==> src/inc/lpm_defines.svh <==
`ifndef LPM_DEFINES_SVH
`define LPM_DEFINES_SVH
// register byte offsets
`define OFS_MODE_CTRL   12'h000
`define OFS_STATUS      12'h004
`define OFS_INT_STATUS  12'h008
`define OFS_INT_ENABLE  12'h00C
`define OFS_INT_CLEAR   12'h010
// mode control fields
`define BIT_REQ_STANDBY 0
`define BIT_REQ_STOP    1
// status fields
`define BIT_RAM_VALID   3
`define BIT_DIV_SEL     4
`define POS_MODE        0
// interrupt status fields
`define BIT_EV_STANDBY  0
`define BIT_EV_STOP     1
`define BIT_EV_WAKE     2
`define BIT_EV_CANCEL   3
`define EV_WIDTH        4
// divider ratios
`define DIV_FAST        6'h04
`define DIV_SLOW        6'h20
// settle time in ns and cycles at 50 ns
`define OSC_SETTLE_NS   1000
`define CLK_PERIOD_NS   50
`define OSC_SETTLE_CYC  ((`OSC_SETTLE_NS + `CLK_PERIOD_NS - 1) / `CLK_PERIOD_NS)
`endif

==> src/inc/lpm_pkg.sv <==
package lpm_pkg;
   typedef enum logic [1:0] {
      MODE_ACTIVE,
      MODE_STANDBY,
      MODE_STOP
   } op_mode_t;
endpackage : lpm_pkg

==> src/design/low_power_mode_controller.sv <==
// Operation
// - standby instruction in active mode enters standby
// - standby keeps oscillator, stops instruction clock, halts cpu
// - standby keeps interrupts, timers and serial running
// - standby keeps port output levels and peripheral outputs
// - standby left on reset or any interrupt request
// - interrupt wake returns to active, continues next instruction
// - stop instruction in active mode enters stop, oscillator halts
// - stop holds peripherals in reset, outputs high impedance
// - stop exit resumes active fetching from address zero
// - ram valid cleared on reset exit, set on cancel exit
// - stop cancel acted on only in stop; reset cancels all
// - cpu working registers may be undefined after stop
// - reset acts asynchronously from any mode
// - pending unmasked request with interrupts off makes sleep a nop
// - after reset or stop exit divider follows strap pin
// - request exists when flag is one and mask is zero
//
// Our own choices: the APB slave port and the address map.
`timescale 1ns/1ps
`include "lpm_defines.svh"
module low_power_mode_controller
   import lpm_pkg::*;
#(
   parameter int NUM_SRC = 6
) (
   // clock and reset
   input  wire logic               pclk,
   input  wire logic               presetn,
   // apb slave
   input  wire logic               psel,
   input  wire logic               penable,
   input  wire logic               pwrite,
   input  wire logic [11:0]        paddr,
   input  wire logic [31:0]        pwdata,
   output logic      [31:0]        prdata,
   output logic                    pready,
   output logic                    pslverr,
   // cpu core
   input  wire logic               standby_instr,
   input  wire logic               stop_instr,
   input  wire logic               global_int_enable,
   output logic                    instr_nop,
   output logic                    cpu_clk_en,
   output logic                    fetch_from_zero,
   // interrupt controller
   input  wire logic [NUM_SRC-1:0] int_req_flag,
   input  wire logic [NUM_SRC-1:0] int_mask_bit,
   // pins
   input  wire logic               stop_cancel_n,
   input  wire logic               div_sel,
   // clock and reset control
   output logic                    osc_enable,
   output logic                    periph_clk_en,
   output logic                    periph_reset,
   output logic                    io_hold,
   output logic                    io_tristate,
   output logic [5:0]              sys_div,
   output logic                    ram_valid_flag,
   output logic [1:0]              mode,
   output logic                    irq
);

   // register map, all words 32 bits, unused bits read zero:
   //   control  no effect, kept so software has a harmless target
   //   status   mode in the low two bits, ram valid, fast divider
   //   events   sticky: standby entry, stop entry, wake, cancel exit
   //   enable   one bit per event, drives the level interrupt
   //   clear    write one to clear an event bit

   // pin controls for one mode, kept together for the output flops
   typedef struct packed {
      logic cpu_clk_en;
      logic osc_en;
      logic periph_clk_en;
      logic periph_rst;
      logic io_hold;
      logic io_tri;
   } pin_ctrl_t;

   // the whole block state lives in one record: the machine, the strap
   // copy, the bus answer and every pin control, so that each output
   // port comes straight from a flop and no decode can glitch a pin
   // while the machine changes mode
   typedef struct packed {
      op_mode_t               mode;
      logic                   ram_valid;
      logic [5:0]             div;
      logic                   need_strap;
      logic                   instr_nop;
      logic                   fetch_zero;
      logic [`EV_WIDTH-1:0]   ev_status;
      logic [`EV_WIDTH-1:0]   ev_enable;
      logic [31:0]            prdata;
      logic                   pready;
      logic                   pslverr;
      logic                   irq;
      // registered clock, reset and pad controls
      pin_ctrl_t              pins;
   } state_t;

   state_t st;
   state_t next_st;

   // request pending: flag set and mask clear on any source
   function automatic logic pending(input logic [NUM_SRC-1:0] f,
                                    input logic [NUM_SRC-1:0] m);
      return |(f & ~m);
   endfunction : pending

   // status words are read freely; a write to them is refused
   function automatic logic read_only(input logic [11:0] a);
      return (a == `OFS_STATUS) || (a == `OFS_INT_STATUS);
   endfunction : read_only

   // locations that answer without an error
   function automatic logic mapped(input logic [11:0] a);
      return (a == `OFS_MODE_CTRL) || (a == `OFS_STATUS)
          || (a == `OFS_INT_STATUS) || (a == `OFS_INT_ENABLE)
          || (a == `OFS_INT_CLEAR);
   endfunction : mapped

   // status word: mode, ram valid flag and the strap-selected divider
   function automatic logic [31:0] status_word(input op_mode_t   m,
                                               input logic       rv,
                                               input logic [5:0] dv);
      logic [31:0] w;
      w = 32'h0000_0000;
      w[`POS_MODE +: 2] = m;
      w[`BIT_RAM_VALID] = rv;
      w[`BIT_DIV_SEL] = (dv == `DIV_FAST);
      return w;
   endfunction : status_word

   // pin controls that a mode asks for; the unused code parks the part
   // with its peripherals held and its pads released
   function automatic pin_ctrl_t pins_for(input op_mode_t m);
      pin_ctrl_t p;
      p = '0;
      unique case (m)
         MODE_ACTIVE: begin
            p.cpu_clk_en = 1'b1;
            p.osc_en = 1'b1;
            p.periph_clk_en = 1'b1;
         end
         MODE_STANDBY: begin
            p.osc_en = 1'b1;
            p.periph_clk_en = 1'b1;
            p.io_hold = 1'b1;
         end
         // stop holds peripherals in reset, outputs high impedance
         MODE_STOP: begin
            p.periph_rst = 1'b1;
            p.io_tri = 1'b1;
         end
         default: begin
            p.periph_rst = 1'b1;
            p.io_tri = 1'b1;
         end
      endcase
      return p;
   endfunction : pins_for

   // decode results shared by the machine and the bus logic
   logic req_pend;
   logic acc;
   logic setup_acc;
   logic done_acc;
   logic [`EV_WIDTH-1:0] ev_set;

   // mode sequencing, register file and interrupt status
   always_comb begin
      next_st = st;
      ev_set = '0;
      acc = psel && penable;
      // the answer is latched on the first access edge, which gives one
      // wait state; a write lands only on the edge where pready is seen
      // high, so a master that gives up early leaves nothing behind
      setup_acc = acc && !st.pready;
      done_acc = acc && st.pready;
      req_pend = pending(int_req_flag, int_mask_bit);
      // pulses, pready and pslverr fall back every cycle unless set below; prdata holds
      next_st.instr_nop = 1'b0;
      next_st.fetch_zero = 1'b0;
      next_st.pready = 1'b0;
      next_st.pslverr = 1'b0;
      // the strap is read once, on the edge after reset release or stop
      // exit; a later change of the pin waits for the next such event
      // strap sampled after reset release or stop exit
      if (st.need_strap) begin
         next_st.div = div_sel ? `DIV_FAST : `DIV_SLOW;
         next_st.need_strap = 1'b0;
      end
      // sleep instructions are only honoured in active mode; the wake
      // conditions are only looked at in the matching sleep mode, so a
      // cancel level or a request seen elsewhere does nothing
      // three-state machine
      unique case (st.mode)
         MODE_ACTIVE: begin
            if (standby_instr || stop_instr) begin
               // a request that cannot be taken with interrupts off would
               // wake the part at once, so the sleep is dropped instead
               // sleep becomes nop when request waits
               if (!global_int_enable && req_pend) begin
                  next_st.instr_nop = 1'b1;
               end else if (stop_instr) begin
                  next_st.mode = MODE_STOP;
                  ev_set[`BIT_EV_STOP] = 1'b1;
               end else begin
                  next_st.mode = MODE_STANDBY;
                  ev_set[`BIT_EV_STANDBY] = 1'b1;
               end
            end
         end
         MODE_STANDBY: begin
            // the wake ignores the global enable: with it off the cpu
            // just carries on after the sleep and the request waits
            // wake on any request
            if (req_pend) begin
               next_st.mode = MODE_ACTIVE;
               ev_set[`BIT_EV_WAKE] = 1'b1;
            end
         end
         MODE_STOP: begin
            // cancel only honoured in stop
            // no counter is kept here: the outside keeps the cancel low
            // for the settle time and the exit follows its release, so
            // a short pulse restarts the cpu on an unsettled oscillator
            // release waits on the input going high again
            if (stop_cancel_n == 1'b0) begin
               next_st.ram_valid = 1'b1;
            end else if (st.ram_valid) begin
               next_st.mode = MODE_ACTIVE;
               next_st.fetch_zero = 1'b1;
               next_st.need_strap = 1'b1;
               ev_set[`BIT_EV_CANCEL] = 1'b1;
            end
         end
      endcase
      // a stop left by reset clears the flag through the reset branch,
      // so only the cancel path can ever show it set
      // entering stop leaves the ram flag clear until cancel arrives
      if (st.mode == MODE_ACTIVE && next_st.mode == MODE_STOP) begin
         next_st.ram_valid = 1'b0;
      end
      // apb answer: one wait state, data and error latched on the first
      // access edge; pready and the error show for exactly one cycle, the data holds
      // until the next access; the bus works in every mode since only the clocks
      // handed out are ever stopped
      if (setup_acc) begin
         next_st.pready = 1'b1;
         next_st.prdata = 32'h0000_0000;
         // holes answer zero with an error; status words refuse writes
         next_st.pslverr = !mapped(paddr) || (pwrite && read_only(paddr));
         if (!pwrite) begin
            unique case (paddr)
               `OFS_STATUS: begin
                  next_st.prdata = status_word(st.mode, st.ram_valid,
                                               st.div);
               end
               `OFS_INT_STATUS: begin
                  next_st.prdata[`EV_WIDTH-1:0] = st.ev_status;
               end
               `OFS_INT_ENABLE: begin
                  next_st.prdata[`EV_WIDTH-1:0] = st.ev_enable;
               end
               default: begin
                  // control and clear words read back as zero
               end
            endcase
         end
      end

      // apb write effect, taken only on the completing edge; a refused
      // write changes nothing
      if (done_acc && pwrite && mapped(paddr) && !read_only(paddr)) begin
         unique case (paddr)
            `OFS_INT_ENABLE: begin
               next_st.ev_enable = pwdata[`EV_WIDTH-1:0];
            end
            `OFS_INT_CLEAR: begin
               // write one to clear; an event of this cycle still wins
               next_st.ev_status = st.ev_status & ~pwdata[`EV_WIDTH-1:0];
            end
            default: begin
               // the control word is accepted and has no effect: sleep
               // comes only from the instruction stream
            end
         endcase
      end
      // an event and its clear in one cycle keep the bit, so software
      // that clears late never loses a fresh event
      // set wins over a same-cycle clear
      next_st.ev_status = next_st.ev_status | ev_set;
      next_st.irq = |(next_st.ev_status & next_st.ev_enable);

      // pin controls follow the coming mode, so they switch on the same
      // edge as the mode itself and a pin never sees a decode glitch
      next_st.pins = pins_for(next_st.mode);
   end

   // one register for the whole state; the next value is built above
   // asynchronous reset to active
   always_ff @(posedge pclk or negedge presetn) begin
      if (!presetn) begin
         // reset restarts the whole part: active mode, slow divider
         // until the strap is read, ram marked not valid
         st.mode       <= MODE_ACTIVE;
         st.ram_valid  <= 1'b0;
         st.div        <= `DIV_SLOW;
         st.need_strap <= 1'b1;
         st.instr_nop  <= 1'b0;
         st.fetch_zero <= 1'b1;
         st.ev_status  <= '0;
         st.ev_enable  <= '0;
         st.prdata     <= 32'h0000_0000;
         st.pready     <= 1'b0;
         st.pslverr    <= 1'b0;
         st.irq        <= 1'b0;
         st.pins       <= '{cpu_clk_en: 1'b1, osc_en: 1'b1,
                            periph_clk_en: 1'b1, periph_rst: 1'b0,
                            io_hold: 1'b0, io_tri: 1'b0};
      end else begin
         st <= next_st;
      end
   end

   // outputs straight from state flops, no decode on the way out
   assign cpu_clk_en      = st.pins.cpu_clk_en;
   assign osc_enable      = st.pins.osc_en;
   assign periph_clk_en   = st.pins.periph_clk_en;
   assign periph_reset    = st.pins.periph_rst;
   assign io_tristate     = st.pins.io_tri;
   assign io_hold         = st.pins.io_hold;
   assign instr_nop       = st.instr_nop;
   // restart pulse: one cycle after reset release and after stop exit;
   // the cpu treats both alike
   // cpu restarts from zero, registers not restored
   assign fetch_from_zero = st.fetch_zero;
   // divider as a count: 4 or 32 input clocks per system clock
   assign sys_div         = st.div;
   assign ram_valid_flag  = st.ram_valid;
   assign mode            = st.mode;
   assign irq             = st.irq;
   assign prdata          = st.prdata;
   assign pready          = st.pready;
   assign pslverr         = st.pslverr;

endmodule : low_power_mode_controller

==> config.mk <==
export PLATFORM = sky130hd
export DESIGN_NAME = low_power_mode_controller
export DESIGN_NICKNAME = d
export VERILOG_FILES = /design/src/inc/lpm_pkg.sv /design/src/design/low_power_mode_controller.sv
export VERILOG_INCLUDE_DIRS = /design/src /design/src/inc
export SDC_FILE = /design/constraint.sdc
export NUM_CORES = 1
export LEC_CHECK = 0
export ABC_AREA = 1
export BUFFER_PORTS_ARGS = -buffer_cell sky130_fd_sc_hd__buf_2
export CAP_MARGIN = 20
export CORE_MARGIN = 2
export CORE_UTILIZATION = 46
export DETAILED_ROUTE_END_ITERATION = 8
export PLACE_DENSITY = 0.86
export SLEW_MARGIN = 20
export SYNTH_ARGS = -nofsm -noshare
export SYNTH_HDL_FRONTEND = slang
export SYNTH_SLANG_ARGS = --single-unit
==> constraint.sdc <==
create_clock -name pclk -period 3 [get_ports pclk]
set_input_delay 0.9 -clock pclk [delete_from_list [all_inputs] [get_ports pclk]]
set_output_delay 0.9 -clock pclk [all_outputs]
set_load 0.005 [all_outputs]
* Yosys cells after proc, flatten, opt, wreduce, memory -nomap -nowiden
Cells that the tools add are included.
** Word-level totals
- Input port bits :: 66
- Register bits :: 33
- Logic and storage cells :: 99
** Operators by class
- Equality and inequality tests :: 10
- Reduce and logical (&&, ||, !) cells :: 28
- Bitwise gates (word level) :: 6
- Multiplexer cells :: 38
** Operator list (count)
- $eq A12 B4 Y1 const B :: 2
- $mux W2 :: 11
- $mux W1 :: 20
- $eq A12 B3 Y1 const B :: 1
- $eq A12 B5 Y1 const B :: 1
- $logic_not A12 Y1 :: 1
- $pmux W4 S3 :: 1
- $logic_and A1 B1 Y1 :: 9
- $and A4 B4 Y4 :: 2
- $mux W4 :: 2
- $mux W8 :: 1
- $logic_or A1 B1 Y1 :: 7
- $and A6 B6 Y6 :: 1
- $eq A6 B3 Y1 const B :: 1
- $mux W6 :: 1
- $not A6 Y6 :: 1
- $pmux W2 S3 :: 1
- $reduce_or A6 Y1 :: 1
- $mux W5 :: 1
- $eq A2 B1 Y1 const B :: 2
- $eq A2 B2 Y1 const B :: 2
- $logic_not A1 Y1 :: 4
- $logic_not A2 Y1 :: 2
- $not A4 Y4 :: 1
- 6 further kinds :: 6

* Logic depth before layout (Yosys ltp)
- Depth after elaboration :: 11
- Gate-level depth with buffers :: 13
- Gate-level depth less buffers :: 13

* Worst setup path after synthesis
OpenSTA, ideal clock, no wires.
- Path kind :: input port to flip-flop
- From :: input paddr[4]
- To :: register irq (netlist name)
- Setup slack :: 1080 ps
- Stages on the path :: 12
- Buffers on the path :: 0
- Data arrival time :: 1804 ps
- Setup time :: 116 ps
- Cells stage by stage :: nor2_1 -> nand2_2 -> inv_4 -> nand3_4 -> nand4_1 -> nand3_1 -> nand2_1 -> nand2_1 -> nand2_1 -> nand2_1 -> inv_1 -> nand2_1
** RTL lines
- start, declared :: RTL line low_power_mode_controller.sv:34 : input wire logic [11:0] paddr,

==> parameters.txt <==
Parameter                              Value

Clock network
  Clk sinks ... 27
  Total of hold buffers inserted after clock tree synthesis ... 0
  CTS tree ... done
  PostCTS Resize Cnt ... 0
  CTS root buf ... sky130_fd_sc_hd__clkbuf_8
  Total CTS buffers ... 3
  Maximum clock path buffer count ... 2
  H-tree depth ... 1
  Buffer count from post-CTS setup fixing ... 0
  Clock transition at the registers of the reported paths ... 0.09 ns
  Insertion delay to the later sink of the worst-skew pair ... 0.27 ns

Placement
  Pre-CTS setup slack ... 0.767 ns
  Routability congestion estimate from global placement ... 0.807
  HPWL after DPL ... 2.82 mm
  Count of input and output buffers ... 58

Route
  Remaining routing DRC violations ... 0
  Ratio of routed vias to standard cells ... 4.44
  Average wire length per cell after detail routing ... 10.2 um
  Routed WL ... 3.47 mm
  DRT Pass-1 Iters ... 4
  Total number of vias ... 1511
  Number of DRC markers in iteration 0 ... 74
  Number of nets still failing antenna checks after routing ... 0

Worst setup path
  R2R Path Start ... mode[0]$_DFF_PN0_
  CP Data Required Time ... 3.16 ns
  Crit path top cell by count ... sky130_fd_sc_hd__nand2_1
  Cell-by-cell trace of the critical path ... buf_2, nor2_2, nand2_2, inv_4, nand3_4, nand4_1, nand3_1, nand2_1, nand2_1, nand2_1, nand2_1, inv_1, nand2_1
  Slowest cell on crit path ... sky130_fd_sc_hd__nand4_1
  Arrival time of the worst setup path ... 2.12 ns
  Capturing point of the worst reg2reg path ... io_hold$_DFF_PN0_
  Worst reg2reg setup slack ... 1.52 ns
  Worst-case reg-to-reg path depth ... 7
  Start-to-end type of the worst setup path ... input pin to register
  Endpoint kind of the worst setup timing path ... register
  Delay of the slowest cell on the worst path ... 0.22 ns
  Worst setup SP type ... input pin
  Maximum fanout count along the critical path ... 6

STA
  Worst setup slack after layout ... 1.04 ns
  Min Clock Period, post-route ... 1.96 ns
  Top achievable clock speed ... 511 MHz
  Final worst clock skew ... 0.00543 ns
  Tightest Pin Transition ... 0.582 ns
  Final count of pins violating max slew ... 0
  Total Neg Setup Slack ... 0 ns
  Worst slew margin ... 61.2%
  Final critical-path share of the clock period ... 65.2%
  Final Hold Vio Count ... 0
  RSZ-0062 raised after global routing ... false
  Setup-failing EPs final ... 0

Floorplan
  Die Outline Area ... 4560 um2
  Cell Rows ... 23
  Initial Utilization ... 47.1%
  Area of the placeable core ... 3940 um2
  Die Height ... 67.5 um
  DIE WIDTH ... 67.5 um
  Number of top-level pins ... 118

Pwr
  Static Leak ... 0.00115 uW
  Worst vdd rail ir drop ... 0.529 mV
  Power density over cell area ... 534 nW/um2

Cells and area
  Layout fillers ... 373
  Most common library cell in the layout ignoring fill and taps ... sky130_fd_sc_hd__buf_2
  Storage cell area ... 681 um2
  Highest-count cells in the layout ignoring fill and taps ... sky130_fd_sc_hd__buf_2, sky130_fd_sc_hd__nand2_1, sky130_fd_sc_hd__inv_1, sky130_fd_sc_hd__conb_1, sky130_fd_sc_hd__dfrtp_1
  Synthesis-to-layout area growth ... 10.5%
  Fraction of layout cells with a size suffix above 1 ... 30.3%
  Total number of nets in the final design ... 360
  Area used by multi-input combinational logic ... 831 um2
  Diodes inserted ... 0

Global route
  Antenna violations before repair ... 0
  Wire length of the first global-routing pass ... 5.93 mm
  Total overflow reported by the global router ... 0
  Largest net degree at the start of global routing ... 28
  Vias in the first global route ... 1424
  Total global-route track usage ... 17.1%

Synthesis
  Dominant cells by area after synthesis ... sky130_fd_sc_hd__dfrtp_1, sky130_fd_sc_hd__buf_4, sky130_fd_sc_hd__nand2_1
  Share of synthesized cell area in full adder, half adder and majority cells ... 2.02%
  Synthesized area per cell ... 7.73 um2
  Biggest area consumer among synthesized cells ... sky130_fd_sc_hd__dfrtp_1
  Sequential fraction of the synthesis area ... 36.7%
  Post-synth top area share ... 31.0%
  Synthesized flop and latch total ... 27
  Compound-cell area share of the yosys netlist ... 8.36%
  Synth warnings ... 0
  Multiplexer area fraction after synthesis ... 0%
  Post-synthesis share of cell area spent on xor and xnor gates ... 0%
  Simple-gate portion of the synthesized area ... 28.1%
  Combinational family with the most area after synthesis ... simple AND/OR/NAND/NOR gates
  Count of distinct cell types in the synthesized netlist ... 30
  Cell area after synthesis ... 1860 um2
  Post-synthesis cell count ... 240

Min path
  Path type of the worst min-delay path ... register to register
  Sink of the worst hold path ... prdata[2]$_DFFE_PN0P_
  Number of cells traversed by the worst hold path ... 2
  Critical hold path startpoint ... prdata[2]$_DFFE_PN0P_

Flow run
  Max-cap violations ... 0

Status
  Status ... finished, final reports clean
## cell type report
type	instances	area share (%)
Tap cell	50	3.05
Clock buffer	4	2.20
Multi-Input combinational cell	164	40.5
Inverter	37	6.89
Timing Repair Buffer	58	14.2
Sequential cell	27	33.2
## cells by family after synthesis
family                   Yosys count
other                              1
flip-flops                        27
buffers and inverters             79
AND/OR/NAND/NOR                  106
adder cells (fa/ha/maj)            3
AO/OA/AOI/OAI                     24
## cells in the mapped netlist, drive strengths merged
| library cell | n |
|---|---|
| conb | 1 |
| o21ai | 12 |
| o211ai | 1 |
| buf | 42 |
| a21oi | 5 |
| nand4 | 4 |
| dfstp | 4 |
| nand2 | 54 |
| dfrtp | 23 |
| inv | 37 |
| a21boi | 2 |
| o22ai | 2 |
| o221ai | 1 |
| ha | 3 |
| nand3 | 21 |
| o21bai | 1 |
| nor2 | 27 |
## where the power goes
group / total [uW] / switching [uW] / internal [uW]
registers: 509 / 49.4 / 460
logic: 384 / 230 / 154
clock network: 202 / 106 / 95.1
## sequential cells by signal, indices dropped and copies added, names as in the netlist, 2 cells and up
signal,flops
mode,2
st,8
prdata,5
sys_div,2
## how the worst max path moves through the flow
stage | start | to | slack (ns)
after floorplan | paddr[4] | irq$_DFF_PN0_ | 1.08
after global placement | paddr[7] | irq$_DFF_PN0_ | 0.81
after detailed placement | paddr[7] | irq$_DFF_PN0_ | 0.77
after CTS | paddr[7] | irq$_DFF_PN0_ | 1.05
after global routing | paddr[1] | irq$_DFF_PN0_ | 0.88
final | paddr[7] | irq$_DFF_PN0_ | 1.04
## metrics by stage
stage          utilization, %  cell area (um2)  hold slack (ns)  instances  total power, uW
2_1_floorplan               -             1970            0.450        270              812
3_3_place_gp             50.9             2010            0.464        336              881
3_5_place_dp             50.9             2010            0.469        336              896
4_1_cts                  52.0             2050            0.493        340             1110
5_1_grt                  52.0             2050            0.504        340             1190
6_report                 52.0             2050            0.486        340             1090
## critical path, delay by kind of cell
family	cells	cell delay (ns)
and+or+nand+nor	10	0.98
buffers and inverters	3	0.24
## per-layer routing
metal / track usage (%) / vias up / share of wire (%)
li1: - / 779 / -
met1: 18.7 / 676 / 39
met2: 32.1 / 50 / 54
met3: 3.50 / 6 / 5.7
met4: 6.12 / 0 / 1.5
met5: 0 / - / 0
(Power assumes the default switching activity.)
